`src/hw/tcdr_defs.vh`:
```
/*
  Constants for the timer control and data register block: register
  addresses on the special function register port, bit positions of the
  control registers, reset values and mode encodings.
  Assumes it is included by its bare name from the block's design file.
*/
`ifndef TCDR_DEFS_VH
`define TCDR_DEFS_VH

// Register addresses.
`define TCDR_ADDR_CTRL01 8'h88
`define TCDR_ADDR_MODE01 8'h89
`define TCDR_ADDR_T0_LOW 8'h8A
`define TCDR_ADDR_T1_LOW 8'h8B
`define TCDR_ADDR_T0_HIGH 8'h8C
`define TCDR_ADDR_T1_HIGH 8'h8D
`define TCDR_ADDR_CTRL2 8'hC8
`define TCDR_ADDR_RLD2_LOW 8'hCA
`define TCDR_ADDR_RLD2_HIGH 8'hCB
`define TCDR_ADDR_TMR2_LOW 8'hCC
`define TCDR_ADDR_TMR2_HIGH 8'hCD

// Bit positions in timer01_and_ext_irq_control.
`define TCDR_B_OVF1 7
`define TCDR_B_RUN1 6
`define TCDR_B_OVF0 5
`define TCDR_B_RUN0 4
`define TCDR_B_EIRQ1 3
`define TCDR_B_EDGE1 2
`define TCDR_B_EIRQ0 1
`define TCDR_B_EDGE0 0

// Bit positions in timer01_mode.
`define TCDR_B_PGATE1 7
`define TCDR_B_CT1 6
`define TCDR_B_M1_HI 5
`define TCDR_B_M1_LO 4
`define TCDR_B_PGATE0 3
`define TCDR_B_CT0 2
`define TCDR_B_M0_HI 1
`define TCDR_B_M0_LO 0

// Bit positions in timer2_control.
`define TCDR_B_OVF2 7
`define TCDR_B_XFLAG2 6
`define TCDR_B_RXSEL 5
`define TCDR_B_TXSEL 4
`define TCDR_B_XEN2 3
`define TCDR_B_RUN2 2
`define TCDR_B_CNTSEL2 1
`define TCDR_B_CAPSEL2 0

// Reset values.
`define TCDR_RST_BYTE 8'h00
`define TCDR_RST_BIT 1'h0
`define TCDR_RST_PIN 1'h1

// Timer 0/1 mode encodings.
`define TCDR_MODE_13BIT 2'h0
`define TCDR_MODE_16BIT 2'h1
`define TCDR_MODE_RELOAD8 2'h2
`define TCDR_MODE_SPLIT 2'h3

`endif

```
`src/hw/tcdr_top.v`:
```
/*
  Timer 0, Timer 1 and Timer 2 control, status and data registers, plus
  the two external interrupt flags, behind a simple register port.
  Assumes every pin input is synchronous to clock, that the core pulses
  one acknowledge line per source when it vectors, and that the register
  master never asserts read and write strobes together.
*/
// The plain strobed port is this design's own decision.
`timescale 1ns/1ps
`default_nettype none
`include "tcdr_defs.vh"

// Behaviour
// Timer 1 overflow sets its flag; vectoring acknowledge clears it.
// Timer 1 counts only while its run bit is one.
// Timer 0 overflow sets its flag; vectoring acknowledge clears it.
// Timer 0 counts only while its run bit is one.
// Interrupt 1 flag: falling edge or low level; edge flag cleared on vectoring.
// Interrupt 0 flag behaves the same way on its own pin.
// Trigger-type bit one selects edge, zero selects level; both reset zero.
// Low four control bits serve only the external interrupt pins.
// Timer 2 overflow sets its flag unless a baud select bit is one.
// Trigger-pin capture or reload with enable sets the external flag.
// Receive baud tick comes from Timer 2 when selected, else Timer 1.
// Transmit baud tick comes from Timer 2 when selected, else Timer 1.
// Trigger-pin falling edge acts only with enable set and no baud use.
// Timer 2 counts only while its run bit is one.
// Function select one counts count-pin edges, zero counts core clocks.
// Capture select picks capture or reload; baud use forces reload.
// Each timer has readable, writable high and low bytes resetting to zero.
// Timer 0 counts while run is one and gating is off or pin high.
// 8-bit reload mode reloads the low byte from the high byte.
// Timer 2 reload mode loads the count from the reload pair on rollover.
// Timer 2 capture copies the count into the reload pair on an edge.
// The core pulses a per-source acknowledge when it vectors.
module tcdr_top (
  input wire clock,
  input wire reset,
  input wire [7:0] reg_addr,
  input wire [7:0] reg_wdata,
  input wire reg_write,
  input wire reg_read,
  output reg [7:0] reg_rdata,
  input wire ext_irq0_pin,
  input wire ext_irq1_pin,
  input wire timer0_count_pin,
  input wire timer1_count_pin,
  input wire timer2_count_pin,
  input wire timer2_trigger_pin,
  input wire ack_timer0,
  input wire ack_timer1,
  input wire ack_ext_irq0,
  input wire ack_ext_irq1,
  output reg timer0_overflow_flag,
  output reg timer1_overflow_flag,
  output reg ext_irq0_flag,
  output reg ext_irq1_flag,
  output reg timer2_overflow_flag,
  output reg timer2_ext_flag,
  output reg rx_baud_tick,
  output reg tx_baud_tick
);

  // Control bits.
  reg timer0_run_r;
  reg timer1_run_r;
  reg ext_irq0_edge_select_r;
  reg ext_irq1_edge_select_r;
  reg [7:0] timer01_mode_r;
  reg rx_baud_from_timer2_r;
  reg tx_baud_from_timer2_r;
  reg timer2_ext_trigger_enable_r;
  reg timer2_run_r;
  reg timer2_counter_select_r;
  reg timer2_capture_select_r;

  // Data bytes.
  reg [7:0] timer0_count_low_r;
  reg [7:0] timer0_count_high_r;
  reg [7:0] timer1_count_low_r;
  reg [7:0] timer1_count_high_r;
  reg [7:0] timer2_count_low_r;
  reg [7:0] timer2_count_high_r;
  reg [7:0] timer2_reload_low_r;
  reg [7:0] timer2_reload_high_r;

  // Previous pin levels for falling-edge detection; idle high.
  reg ext0_prev_r;
  reg ext1_prev_r;
  reg cnt0_prev_r;
  reg cnt1_prev_r;
  reg cnt2_prev_r;
  reg trig2_prev_r;

  // Next values.
  reg [7:0] t0_low_nxt;
  reg [7:0] t0_high_nxt;
  reg [7:0] t1_low_nxt;
  reg [7:0] t1_high_nxt;
  reg [7:0] tmr2_low_nxt;
  reg [7:0] tmr2_high_nxt;
  reg [7:0] rld2_low_nxt;
  reg [7:0] rld2_high_nxt;
  // Hardware set requests for the Timer 0/1 flags, one cycle wide.
  reg ovf0_set;
  reg ovf1_set;
  reg t1_ovf_pulse;
  reg [16:0] step0;
  reg [16:0] step1;
  reg [15:0] split_high_sum;

  // One count step for modes 13-bit, 16-bit and 8-bit reload.
  // Result is {overflow, high byte, low byte}.
  function [16:0] tcdr_step;
    input [1:0] mode;
    input [7:0] hi;
    input [7:0] lo;
    reg [15:0] s16;
    reg [12:0] s13;
    begin
      s16 = {hi, lo} + 16'h0001;
      s13 = {hi, lo[4:0]} + 13'h0001;
      case (mode)
        `TCDR_MODE_13BIT: begin
          // Upper three low-byte bits are not part of the count.
          tcdr_step = {&{hi, lo[4:0]}, s13[12:5], lo[7:5], s13[4:0]};
        end
        `TCDR_MODE_16BIT: begin
          tcdr_step = {&{hi, lo}, s16};
        end
        default: begin
          tcdr_step = {&lo, hi, (&lo) ? hi : s16[7:0]};
        end
      endcase
    end
  endfunction

  wire [1:0] mode0 = timer01_mode_r[`TCDR_B_M0_HI:`TCDR_B_M0_LO];
  wire [1:0] mode1 = timer01_mode_r[`TCDR_B_M1_HI:`TCDR_B_M1_LO];
  wire split0 = (mode0 == `TCDR_MODE_SPLIT);

  // Count sources: a core clock, or a falling edge on the count pin.
  wire src0 = timer01_mode_r[`TCDR_B_CT0] ? (cnt0_prev_r & ~timer0_count_pin) : 1'b1;
  wire src1 = timer01_mode_r[`TCDR_B_CT1] ? (cnt1_prev_r & ~timer1_count_pin) : 1'b1;
  wire src2 = timer2_counter_select_r ? (cnt2_prev_r & ~timer2_count_pin) : 1'b1;

  // Gating lets a high interrupt pin time an external pulse width.
  wire timer0_pin_gating_ok = ~timer01_mode_r[`TCDR_B_PGATE0] | ext_irq0_pin;
  wire gate1_ok = ~timer01_mode_r[`TCDR_B_PGATE1] | ext_irq1_pin;
  wire inc0 = timer0_run_r & timer0_pin_gating_ok & src0;
  // Timer 1 holds its count in its own split mode.
  wire inc1 = timer1_run_r & gate1_ok & src1 & (mode1 != `TCDR_MODE_SPLIT);
  // In split mode the Timer 0 high byte borrows the Timer 1 run bit.
  wire inc0_high = split0 & timer1_run_r;

  wire baud2 = rx_baud_from_timer2_r | tx_baud_from_timer2_r;
  wire inc2 = timer2_run_r & src2;
  wire [15:0] sum2 = {timer2_count_high_r, timer2_count_low_r} + 16'h0001;
  wire ovf2 = inc2 & (&{timer2_count_high_r, timer2_count_low_r});
  // Trigger pin is ignored without enable or while Timer 2 drives the baud clock.
  wire trig2 = trig2_prev_r & ~timer2_trigger_pin & timer2_ext_trigger_enable_r & ~baud2;
  wire reload_mode2 = ~timer2_capture_select_r | baud2;

  wire wr_ctrl01 = reg_write & (reg_addr == `TCDR_ADDR_CTRL01);
  wire wr_ctrl2 = reg_write & (reg_addr == `TCDR_ADDR_CTRL2);

  // Timer 0 and Timer 1 count logic.
  always @* begin
    step0 = tcdr_step(mode0, timer0_count_high_r, timer0_count_low_r);
    step1 = tcdr_step(mode1, timer1_count_high_r, timer1_count_low_r);
    split_high_sum = {8'h00, timer0_count_high_r} + 16'h0001;
    t0_low_nxt = timer0_count_low_r;
    t0_high_nxt = timer0_count_high_r;
    t1_low_nxt = timer1_count_low_r;
    t1_high_nxt = timer1_count_high_r;
    ovf0_set = 1'b0;
    ovf1_set = 1'b0;
    t1_ovf_pulse = 1'b0;
    if (split0) begin
      // Split mode: the low byte is a plain 8-bit counter that wraps to zero.
      if (inc0) begin
        t0_low_nxt = timer0_count_low_r + 8'h01;
        ovf0_set = &timer0_count_low_r;
      end
      // The high byte only ever counts core clocks.
      if (inc0_high) begin
        t0_high_nxt = split_high_sum[7:0];
        ovf1_set = &timer0_count_high_r;
      end
    end else if (inc0) begin
      t0_high_nxt = step0[15:8];
      t0_low_nxt = step0[7:0];
      ovf0_set = step0[16];
    end
    if (inc1) begin
      t1_high_nxt = step1[15:8];
      t1_low_nxt = step1[7:0];
      t1_ovf_pulse = step1[16];
      // While Timer 0 is split, Timer 1 only feeds the baud clock.
      ovf1_set = split0 ? ovf1_set : step1[16];
    end
    // A software write to a data byte wins over the count in that cycle.
    if (reg_write) begin
      case (reg_addr)
        `TCDR_ADDR_T0_LOW: t0_low_nxt = reg_wdata;
        `TCDR_ADDR_T0_HIGH: t0_high_nxt = reg_wdata;
        `TCDR_ADDR_T1_LOW: t1_low_nxt = reg_wdata;
        `TCDR_ADDR_T1_HIGH: t1_high_nxt = reg_wdata;
        default: begin
        end
      endcase
    end
  end

  // Timer 2 count, reload and capture logic.
  always @* begin
    tmr2_low_nxt = timer2_count_low_r;
    tmr2_high_nxt = timer2_count_high_r;
    rld2_low_nxt = timer2_reload_low_r;
    rld2_high_nxt = timer2_reload_high_r;
    // A reload beats the plain increment, so the count never passes through zero.
    // In capture mode an overflow simply wraps the count to zero.
    if ((ovf2 & reload_mode2) | (trig2 & ~timer2_capture_select_r)) begin
      tmr2_low_nxt = timer2_reload_low_r;
      tmr2_high_nxt = timer2_reload_high_r;
    end else if (inc2) begin
      tmr2_low_nxt = sum2[7:0];
      tmr2_high_nxt = sum2[15:8];
    end
    // The capture takes the count as it stood before this edge's increment.
    if (trig2 & timer2_capture_select_r) begin
      rld2_low_nxt = timer2_count_low_r;
      rld2_high_nxt = timer2_count_high_r;
    end
    if (reg_write) begin
      case (reg_addr)
        `TCDR_ADDR_TMR2_LOW: tmr2_low_nxt = reg_wdata;
        `TCDR_ADDR_TMR2_HIGH: tmr2_high_nxt = reg_wdata;
        // Software presets the reload pair; a capture in the same cycle loses.
        `TCDR_ADDR_RLD2_LOW: rld2_low_nxt = reg_wdata;
        `TCDR_ADDR_RLD2_HIGH: rld2_high_nxt = reg_wdata;
        default: begin
        end
      endcase
    end
  end

  // Flags: every hardware set wins over a clear in the same cycle.
  wire ext0_fall = ext0_prev_r & ~ext_irq0_pin;
  wire ext1_fall = ext1_prev_r & ~ext_irq1_pin;
  // A software write replaces the held value; the hardware set is ORed in later.
  wire ovf0_keep = wr_ctrl01 ? reg_wdata[`TCDR_B_OVF0] : timer0_overflow_flag;
  wire ovf1_keep = wr_ctrl01 ? reg_wdata[`TCDR_B_OVF1] : timer1_overflow_flag;
  wire eirq0_keep = wr_ctrl01 ? reg_wdata[`TCDR_B_EIRQ0] : ext_irq0_flag;
  wire eirq1_keep = wr_ctrl01 ? reg_wdata[`TCDR_B_EIRQ1] : ext_irq1_flag;
  wire ovf2_keep = wr_ctrl2 ? reg_wdata[`TCDR_B_OVF2] : timer2_overflow_flag;
  wire xflag2_keep = wr_ctrl2 ? reg_wdata[`TCDR_B_XFLAG2] : timer2_ext_flag;
  // Level mode: the flag simply mirrors the low pin; edge mode latches.
  // Software cannot hold a level flag, since the pin owns it entirely.
  wire eirq0_nxt = ext_irq0_edge_select_r ? ((eirq0_keep & ~ack_ext_irq0) | ext0_fall)
                                          : ~ext_irq0_pin;
  wire eirq1_nxt = ext_irq1_edge_select_r ? ((eirq1_keep & ~ack_ext_irq1) | ext1_fall)
                                          : ~ext_irq1_pin;

  always @(posedge clock) begin
    if (reset) begin
      timer0_run_r <= `TCDR_RST_BIT;
      timer1_run_r <= `TCDR_RST_BIT;
      ext_irq0_edge_select_r <= `TCDR_RST_BIT;
      ext_irq1_edge_select_r <= `TCDR_RST_BIT;
      timer01_mode_r <= `TCDR_RST_BYTE;
      rx_baud_from_timer2_r <= `TCDR_RST_BIT;
      tx_baud_from_timer2_r <= `TCDR_RST_BIT;
      timer2_ext_trigger_enable_r <= `TCDR_RST_BIT;
      timer2_run_r <= `TCDR_RST_BIT;
      timer2_counter_select_r <= `TCDR_RST_BIT;
      timer2_capture_select_r <= `TCDR_RST_BIT;
      timer0_count_low_r <= `TCDR_RST_BYTE;
      timer0_count_high_r <= `TCDR_RST_BYTE;
      timer1_count_low_r <= `TCDR_RST_BYTE;
      timer1_count_high_r <= `TCDR_RST_BYTE;
      timer2_count_low_r <= `TCDR_RST_BYTE;
      timer2_count_high_r <= `TCDR_RST_BYTE;
      timer2_reload_low_r <= `TCDR_RST_BYTE;
      timer2_reload_high_r <= `TCDR_RST_BYTE;
      ext0_prev_r <= `TCDR_RST_PIN;
      ext1_prev_r <= `TCDR_RST_PIN;
      cnt0_prev_r <= `TCDR_RST_PIN;
      cnt1_prev_r <= `TCDR_RST_PIN;
      cnt2_prev_r <= `TCDR_RST_PIN;
      trig2_prev_r <= `TCDR_RST_PIN;
      timer0_overflow_flag <= `TCDR_RST_BIT;
      timer1_overflow_flag <= `TCDR_RST_BIT;
      ext_irq0_flag <= `TCDR_RST_BIT;
      ext_irq1_flag <= `TCDR_RST_BIT;
      timer2_overflow_flag <= `TCDR_RST_BIT;
      timer2_ext_flag <= `TCDR_RST_BIT;
      rx_baud_tick <= `TCDR_RST_BIT;
      tx_baud_tick <= `TCDR_RST_BIT;
      reg_rdata <= `TCDR_RST_BYTE;
    end else begin
      if (wr_ctrl01) begin
        timer1_run_r <= reg_wdata[`TCDR_B_RUN1];
        timer0_run_r <= reg_wdata[`TCDR_B_RUN0];
        // These two bits steer only the external interrupt flags.
        ext_irq1_edge_select_r <= reg_wdata[`TCDR_B_EDGE1];
        ext_irq0_edge_select_r <= reg_wdata[`TCDR_B_EDGE0];
      end
      // A mode change takes effect on the next count; the count itself is kept.
      if (reg_write & (reg_addr == `TCDR_ADDR_MODE01)) begin
        timer01_mode_r <= reg_wdata;
      end
      // The flag bits of this register are handled with the flags below.
      if (wr_ctrl2) begin
        rx_baud_from_timer2_r <= reg_wdata[`TCDR_B_RXSEL];
        tx_baud_from_timer2_r <= reg_wdata[`TCDR_B_TXSEL];
        timer2_ext_trigger_enable_r <= reg_wdata[`TCDR_B_XEN2];
        timer2_run_r <= reg_wdata[`TCDR_B_RUN2];
        timer2_counter_select_r <= reg_wdata[`TCDR_B_CNTSEL2];
        timer2_capture_select_r <= reg_wdata[`TCDR_B_CAPSEL2];
      end
      timer0_count_low_r <= t0_low_nxt;
      timer0_count_high_r <= t0_high_nxt;
      timer1_count_low_r <= t1_low_nxt;
      timer1_count_high_r <= t1_high_nxt;
      timer2_count_low_r <= tmr2_low_nxt;
      timer2_count_high_r <= tmr2_high_nxt;
      timer2_reload_low_r <= rld2_low_nxt;
      timer2_reload_high_r <= rld2_high_nxt;
      ext0_prev_r <= ext_irq0_pin;
      ext1_prev_r <= ext_irq1_pin;
      cnt0_prev_r <= timer0_count_pin;
      cnt1_prev_r <= timer1_count_pin;
      cnt2_prev_r <= timer2_count_pin;
      trig2_prev_r <= timer2_trigger_pin;
      // An overflow in the cycle of an acknowledge keeps the flag set, so no
      // interrupt is lost when the core vectors just as the timer wraps again.
      timer0_overflow_flag <= (ovf0_keep & ~ack_timer0) | ovf0_set;
      timer1_overflow_flag <= (ovf1_keep & ~ack_timer1) | ovf1_set;
      ext_irq0_flag <= eirq0_nxt;
      ext_irq1_flag <= eirq1_nxt;
      // Software alone clears the Timer 2 flags.
      timer2_overflow_flag <= ovf2_keep | (ovf2 & ~baud2);
      timer2_ext_flag <= xflag2_keep | trig2;
      // Baud ticks are one-cycle pulses for the serial port's divider.
      rx_baud_tick <= rx_baud_from_timer2_r ? ovf2 : t1_ovf_pulse;
      tx_baud_tick <= tx_baud_from_timer2_r ? ovf2 : t1_ovf_pulse;
      reg_rdata <= `TCDR_RST_BYTE;
      if (reg_read) begin
        case (reg_addr)
          `TCDR_ADDR_CTRL01: reg_rdata <= {timer1_overflow_flag, timer1_run_r,
                                           timer0_overflow_flag, timer0_run_r,
                                           ext_irq1_flag, ext_irq1_edge_select_r,
                                           ext_irq0_flag, ext_irq0_edge_select_r};
          `TCDR_ADDR_MODE01: reg_rdata <= timer01_mode_r;
          `TCDR_ADDR_T0_LOW: reg_rdata <= timer0_count_low_r;
          `TCDR_ADDR_T1_LOW: reg_rdata <= timer1_count_low_r;
          `TCDR_ADDR_T0_HIGH: reg_rdata <= timer0_count_high_r;
          `TCDR_ADDR_T1_HIGH: reg_rdata <= timer1_count_high_r;
          `TCDR_ADDR_CTRL2: reg_rdata <= {timer2_overflow_flag, timer2_ext_flag,
                                          rx_baud_from_timer2_r, tx_baud_from_timer2_r,
                                          timer2_ext_trigger_enable_r, timer2_run_r,
                                          timer2_counter_select_r, timer2_capture_select_r};
          `TCDR_ADDR_RLD2_LOW: reg_rdata <= timer2_reload_low_r;
          `TCDR_ADDR_RLD2_HIGH: reg_rdata <= timer2_reload_high_r;
          `TCDR_ADDR_TMR2_LOW: reg_rdata <= timer2_count_low_r;
          `TCDR_ADDR_TMR2_HIGH: reg_rdata <= timer2_count_high_r;
          default: reg_rdata <= `TCDR_RST_BYTE;
        endcase
      end
    end
  end

endmodule // tcdr_top
`default_nettype wire

```
`config.mk`:
```
export PLATFORM = sky130hd
export DESIGN_NAME = tcdr_top
export DESIGN_NICKNAME = d
export VERILOG_FILES = /design/src/hw/tcdr_top.v
export VERILOG_INCLUDE_DIRS = /design/src /design/src/hw
export SDC_FILE = /design/constraint.sdc
export NUM_CORES = 1
export LEC_CHECK = 0
export BUFFER_PORTS_ARGS = -buffer_cell sky130_fd_sc_hd__buf_2
export CAP_MARGIN = 20
export CORE_MARGIN = 2
export CORE_UTILIZATION = 33
export CTS_BUF_LIST = sky130_fd_sc_hd__clkbuf_8 sky130_fd_sc_hd__clkbuf_16
export CTS_CLUSTER_SIZE = 10
export DETAILED_ROUTE_END_ITERATION = 8
export GPL_TIMING_DRIVEN = 0
export PLACE_DENSITY = 0.5
export SLEW_MARGIN = 5
export SYNTH_ARGS = -nofsm -noshare
export SYNTH_HDL_FRONTEND = slang
export SYNTH_SLANG_ARGS = --single-unit
```
`constraint.sdc`:
```
create_clock -name clock -period 3.1 [get_ports clock]
set_input_delay 0.31 -clock clock [delete_from_list [all_inputs] [get_ports clock]]
set_output_delay 0.31 -clock clock [all_outputs]
set_load 0.005 [all_outputs]
```
==> metrics.md, run 1 <==
| Metric | Value |
|---|---|
| Clk pwr share | 0.442 |
| Initial Utilization | 0.339 |
| Num CTS Buffers | 9 |
| Initial antenna violation count | 0 |
| Worst Path Required | 3.35 ns |
| Post-Syn Area | 6640 um^2 |
| Clock Latency Late Sink | 0.36 ns |
| Layout cells sized above 1 | 0.113 |
| Number of port buffers | 36 |
| Post-synthesis sequential area ratio | 0.314 |
| CTS clk-pin slew, worst paths | 0.07 ns |
| Cts repair resizes | 0 |
| Initial drt markers | 702 |
| GRT Total Usage | 0.255 |
| Die Width | 146 um |
| Clock Skew | 0.00711 ns |
| HP Class | input port to flop |
| Fin crit period | 2.40 ns |
| R2r worst-path depth | 7 |
| Non-filler instance count after layout | 1158 |
| P_sw | 0.725 mW |
| Worst VDD drop | 0.000249 V |
| Synth Warn # | 0 |
| Setup Crit Path Kind | flop to flop |
| Sink Count | 104 |
| Status | finished clean |
| Vias per Instance | 6.05 |
| Crit end category | flop |
| Die H | 146 um |
| Post-DR wirelength/cell | 23.7 um |
| Global route overflow | 0 |
| Area after DPL | 7150 um^2 |
| Lkg Pwr | 2.44 nW |
| Placed cells | 1142 |
| Combinational Power Share | 0.074 |
| Antenna viol nets, final | 0 |
| Post-synth ARST share | 0 |
| Vias in the first global route | 6477 |
| Fillers | 2110 |
| Total die area | 21300 um^2 |
| Nets | 923 |
| Site Rows | 51 |
| Hold Path Depth | 2 |
| Final GP Congestion | 0.930 |
| Drt drc | 0 |
| Final number of hold-violating endpoints | 0 |
| Setup_tns | 0 ns |
| Internal power | 2.06 mW |
| Maxcap violations | 0 |
| RSZ-0062 raised after global routing | false |
| Avg Cell Area, Syn | 7.90 um^2 |
| Max Slew Vio Count | 0 |
| Post-synth cell types | 80 |
| Post-CTS Setup Bufs | 0 |
| Synthesis-to-layout area growth | 12.3% |
| Worst slew margin relative to its limit | 0.292 |
| Clock Path Buffers | 2 |
| Worst-Margin Slew | 1.06 ns |
| Switching share of power | 0.260 |
| Cells after synthesis | 841 |
| Seq pwr share | 0.485 |
| Crit share post-route | 0.775 |
| First-pass GRT wire length | 41400 um |
| Worst Path Max Fanout | 10 |
| H-tree depth | 3 |
| Maximum clock rate | 416 MHz |
| Design Area, Final | 7460 um^2 |
| Synth Register Bits | 104 |
| Ports | 46 |
| PwrDens | 373 nW/um^2 |
| Largest net degree at the start of global routing | 17 |
| Syn Nets | 876 |
| CP startpoint kind | flop |
| Core area | 19600 um^2 |
| Critical Path AT | 2.65 ns |
| Finish-stage setup viols | 0 |
| Ant diodes | 0 |
| HPWL Detailed | 20100 um |
| Total Routed Length | 27400 um |
| Hold_buf cts | 0 |
| Post-synth EDFFs | 0 |
| Root buffer cell | clkbuf_16 |
| Ys flop type | dfxtp_1 |
| DR vias | 7002 |
| CTS tree | yes |
| Drt pass-1 iters | 5 |
[metrics by stage]
stage | hold WS, ns | util | setup slack (ns) | power [mW]
after floorplan | 0.417 | - | 1.11 | 1.48
after global placement | 0.460 | 0.365 | 0.372 | 1.58
after detailed placement | 0.472 | 0.365 | 0.412 | 1.58
after CTS | 0.144 | 0.381 | 0.739 | 2.80
after global routing | 0.153 | 0.381 | 0.585 | 2.86
final | 0.148 | 0.381 | 0.699 | 2.79
[power groups by stage]
stage | clock network (mW) | logic, mW | registers (mW)
5_1_grt | 1.29 | 0.215 | 1.35
6_report | 1.23 | 0.205 | 1.35
2_1_floorplan | 0 | 0.102 | 1.38
3_3_place_gp | 0 | 0.201 | 1.38
3_5_place_dp | 0 | 0.200 | 1.38
4_1_cts | 1.24 | 0.201 | 1.35
[Yosys cell counts (3+ instances only)]
cell	number	area, um^2
a211o_1	4	35.0
a211oi_1	23	173
a21o_1	3	22.5
a21oi_1	38	190
a221oi_1	4	35.0
a22o_1	7	61.3
a22oi_1	15	113
a2bb2oi_1	3	26.3
a311oi_1	22	193
a31o_2	5	43.8
a31oi_1	11	68.8
a32oi_1	4	35.0
a41oi_1	4	35.0
and2_1	6	37.5
and3_1	11	68.8
and4_1	11	96.3
buf_1	7	26.3
buf_2	13	65.1
clkbuf_1	59	221
dfxtp_1	104	2080
ha_1	5	62.6
inv_1	12	45.0
mux2_2	12	135
mux2i_1	24	240
nand2_1	84	315
nand2b_1	8	50.1
nand3_1	55	275
nand4_1	34	213
nor2_1	65	244
nor2b_1	8	50.1
nor3_1	16	80.1
nor3b_1	6	45.0
nor4_1	5	31.3
o2111ai_1	3	26.3
o211ai_1	10	75.1
o21ai_0	38	190
o22ai_1	6	37.5
o31ai_1	4	30.0
or2_2	6	37.5
or3_1	4	25.0
xnor2_1	9	78.8
xor2_1	19	166
[layout by cell type, fill, tap and decap left out, drive strengths merged, types with 5 or more instances in the layout]
cell type / synthesis / final
xor2: 19 / 19
mux2: 12 / 12
a31o: 5 / 5
a22o: 7 / 7
dfxtp: 104 / 104
and3: 11 / 11
a31oi: 11 / 11
a311oi: 22 / 22
a22oi: 15 / 15
nand3: 55 / 55
and4: 12 / 12
mux2i: 24 / 24
nor3: 16 / 16
o211ai: 10 / 10
and2: 6 / 6
o22ai: 6 / 6
o21ai: 40 / 40
nand2b: 8 / 8
a211oi: 25 / 25
nand2: 84 / 84
ha: 5 / 5
nand4: 34 / 34
nor4: 6 / 6
a32oi: 5 / 5
clkbuf: 59 / 70
inv: 12 / 14
or2: 6 / 6
nor3b: 7 / 7
xnor2: 9 / 9
nor2b: 8 / 8
nor2: 66 / 66
a21oi: 38 / 38
buf: 21 / 57
[flip-flops by register name (all words and copies together), names as in the netlist, 8 cells and up]
| register | flops |
|---|---|
| timer01_mode_r | 8 |
| timer2_reload_low_r | 8 |
| tcdr_step.hi | 8 |
| timer0_count_low_r | 8 |
| timer2_reload_high_r | 8 |
| timer2_count_low_r | 8 |
| timer2_count_high_r | 8 |
| timer0_count_high_r | 8 |
| tcdr_step.lo | 8 |
| reg_rdata | 8 |
[worst paths after layout]
| kind | end | slack (ns) | from |
|---|---|---|---|
| hold reg to reg | ext_irq1_flag | 0.49 | ext1_prev_r |
| setup / recovery | timer2_count_low_r[5] | 0.70 | timer2_count_low_r[1] |
| hold / removal | trig2_prev_r | 0.15 | timer2_trigger_pin |
| setup reg to reg | timer2_count_low_r[5] | 0.70 | timer2_count_low_r[1] |
[kinds of logic (layout without fill, tap and decap cells)]
family,Yosys count,after routing,share of synthesized area
flops,104,104,0.314
xor+xnor,28,28,0.0369
simple gates,339,339,0.265
mux,36,36,0.0565
buf+inv,93,145,0.0562
fa+ha+maj,5,5,0.00942
compound gates,236,236,0.262
[cell type report]
type / count / area (um^2) / share of cell area
plain buffers: 80 / 324 / 0.0434
clock buffers: 11 / 253 / 0.0339
clock inverters: 5 / 55.1 / 0.00738
inverters: 13 / 48.8 / 0.00654
multi-input cells: 644 / 4190 / 0.561
flip-flops and latches: 104 / 2080 / 0.279
well taps: 265 / 332 / 0.0444
repair buffers: 36 / 180 / 0.0242
[layer usage]
metal | part of all wire | global-route usage | vias up
met4 | 0.037 | 0.0961 | 0
met3 | 0.069 | 0.0442 | 63
li1 | - | - | 3278
met1 | 0.46 | 0.358 | 3363
met2 | 0.44 | 0.390 | 298
met5 | 0 | 0 | -
[worst max-delay path: stages (launching register included)]
cell,delay [ns]
dfxtp_1,0.46
ha_1,0.25
nand3_1,0.14
a211oi_4,0.49
a32o_1,0.28
buf_2,0.25
nor3_1,0.10
a221o_1,0.33
(Power assumes the default switching activity.)
==> run 2, diff against run 1 <==
ABC_AREA = 1   (was unset)
clock period = 2.38 ns   (was 3.1 ns; I/O delays follow)
==> metrics.md, run 2 <==
| Metric | Value |
|---|---|
| Area of the multi-input gates | 4490 um^2 |
| Most common cell after layout, fill and taps aside | nand2_1 |
| Largest net degree at the start of global routing | 18 |
| Number of port buffers | 43 |
| Clock Skew | 0.00995 ns |
| Biggest area consumer among synthesized cells | dfxtp_1 |
| Die Width | 153 um |
| Synth Warn # | 0 |
| DR vias | 8439 |
| Vias in the first global route | 7756 |
| Internal power | 2.62 mW |
| Root buffer cell | clkbuf_16 |
| Die H | 153 um |
| Leading cell types in the layout, fill and taps excluded | nand2_1 (312), o21ai_0 (175), nor2_1 (141) |
| Clock Latency Late Sink | 0.36 ns |
| P_sw | 0.937 mW |
| Synth cell count leaders | nand2_1 (312), o21ai_0 (175), nor2_1 (142) |
| Reg-to-reg slack, setup | 0.21 ns |
| GRT Total Usage | 0.250 |
| Cells after synthesis | 1251 |
| RSZ-0062 raised after global routing | false |
| Maxcap violations | 0 |
| CTS clk-pin slew, worst paths | 0.08 ns |
| Antenna viol nets, final | 0 |
| Worst Path Max Fanout | 10 |
| HPWL Detailed | 22600 um |
| Clock Path Buffers | 2 |
| Vias per Instance | 5.31 |
| Register area | 2080 um^2 |
| Area after DPL | 7910 um^2 |
| Seq pwr share | 0.494 |
| Non-filler instance count after layout | 1590 |
| Ant diodes | 0 |
| Drt drc | 0 |
| Combinational Power Share | 0.064 |
| Top-area cell type share of the netlist area | 0.283 |
| Final number of hold-violating endpoints | 0 |
| CTS tree | yes |
| Syn Nets | 1286 |
| Worst VDD drop | 0.000403 V |
| Lkg Pwr | 3.37 nW |
| Synthesis-to-layout area growth | 11.7% |
| Core area | 21800 um^2 |
| Critical Path AT | 2.45 ns |
| Nets | 1340 |
| Crit share post-route | 0.910 |
| Site Rows | 54 |
| Maximum clock rate | 462 MHz |
| Most frequent cell after synthesis | nand2_1 |
| Placed cells | 1574 |
| Setup Crit Path Kind | flop to flop |
| H-tree depth | 3 |
| Smallest hold slack | 0.0565 ns |
| Num CTS Buffers | 9 |
| CP startpoint kind | flop |
| PwrDens | 434 nW/um^2 |
| Final cell utilization of the core | 0.376 |
| Status | finished clean |
| Post-synthesis sequential area ratio | 0.283 |
| Setup_tns | 0 ns |
| Initial Utilization | 0.337 |
| First-pass GRT wire length | 45600 um |
| Post-synth EDFFs | 0 |
| Ys flop type | dfxtp_1 |
| Fillers | 2495 |
| Post-CTS Setup Bufs | 0 |
| HP Class | input port to flop |
| Clk pwr share | 0.442 |
| Post-DR wirelength/cell | 18.7 um |
| Total Routed Length | 29700 um |
| Total die area | 23500 um^2 |
| Ports | 46 |
| Worst Path Required | 2.66 ns |
| Drt pass-1 iters | 6 |
| Finish-stage setup viols | 0 |
| Worst-Margin Slew | 0.936 ns |
| Final GP Congestion | 0.877 |
| Fin crit period | 2.17 ns |
| Crit end category | flop |
| Post-synth ARST share | 0 |
| Overall Power | 3.56 mW |
| Dpl ws | 0.193 ns |
| Avg Cell Area, Syn | 5.87 um^2 |
| Sink Count | 104 |
| Initial antenna violation count | 0 |
| Worst slew margin relative to its limit | 0.376 |
| Design Area, Final | 8210 um^2 |
| Post-synth cell types | 34 |
| Global route overflow | 0 |
| Max Slew Vio Count | 0 |
| Layout cells sized above 1 | 0.0901 |
| Synth Register Bits | 104 |
| Switching share of power | 0.263 |
| Initial drt markers | 638 |
| Worst setup margin | 0.215 ns |
| Post-Syn Area | 7350 um^2 |
| Top post-synthesis cells by area | dfxtp_1 (28%), nand2_1 (16%), o21ai_0 (12%) |
-- run 2: critical path, cell delays in order (launching register included) --
cell and delay, ns:
dfxtp_1 0.53, ha_1 0.26, nand2_1 0.10, nor2_4 0.15, nand2_1 0.09, nor2_1 0.14, nand3_2 0.20, nand2_4 0.19
buf_6 0.15, a21oi_1 0.08, a21oi_1 0.19
-- run 2: cell families (layout without fill, tap and decap cells) --
group	Yosys count	count (layout)	synth area share
and+or+nand+nor	656	656	0.394
AOI/OAI and AO/OA	292	292	0.202
buffers and inverters	188	247	0.105
DFF	104	104	0.283
xor gates and xnor gates	6	6	0.00715
adders and majority gates	5	5	0.00851
-- run 2: layer usage --
| layer | GRT usage | part of all wire |
|---|---|---|
| met1 | 0.342 | 0.46 |
| met2 | 0.405 | 0.46 |
| met3 | 0.0417 | 0.060 |
| met4 | 0.0701 | 0.023 |
| met5 | 0 | 0 |
-- run 2: layout make-up --
class,instances,share of cell area
inverter,143,0.0657
sequential,104,0.254
buffer,45,0.0285
multi-input combinational,959,0.547
clock inverter,7,0.00838
tap,280,0.0427
timing repair buffer,43,0.0262
clock buffer,9,0.0274
-- run 2: final timing paths --
check | start | to | cells after the start
max reg2reg | timer2_count_low_r[0] | timer2_count_high_r[5] | 10
min reg2reg | timer01_mode_r[6] | timer01_mode_r[6] | 2
max | timer2_count_low_r[0] | timer2_count_high_r[5] | 10
min | timer0_count_pin | cnt0_prev_r | 3
-- run 2: repair_timing --
item | CTS | global route
setup endpoints to repair | 0 | 1
resized for setup | 0 | 1
hold buffers | 0 | 0
-- run 2: power groups by stage --
stage | clock network (mW) | logic [mW] | registers (mW)
finish | 1.57 | 0.229 | 1.76
global route | 1.65 | 0.249 | 1.76
CTS | 1.60 | 0.229 | 1.76
detailed placement | 0 | 0.228 | 1.80
global placement | 0 | 0.228 | 1.80
floorplan | 0 | 0.106 | 1.80
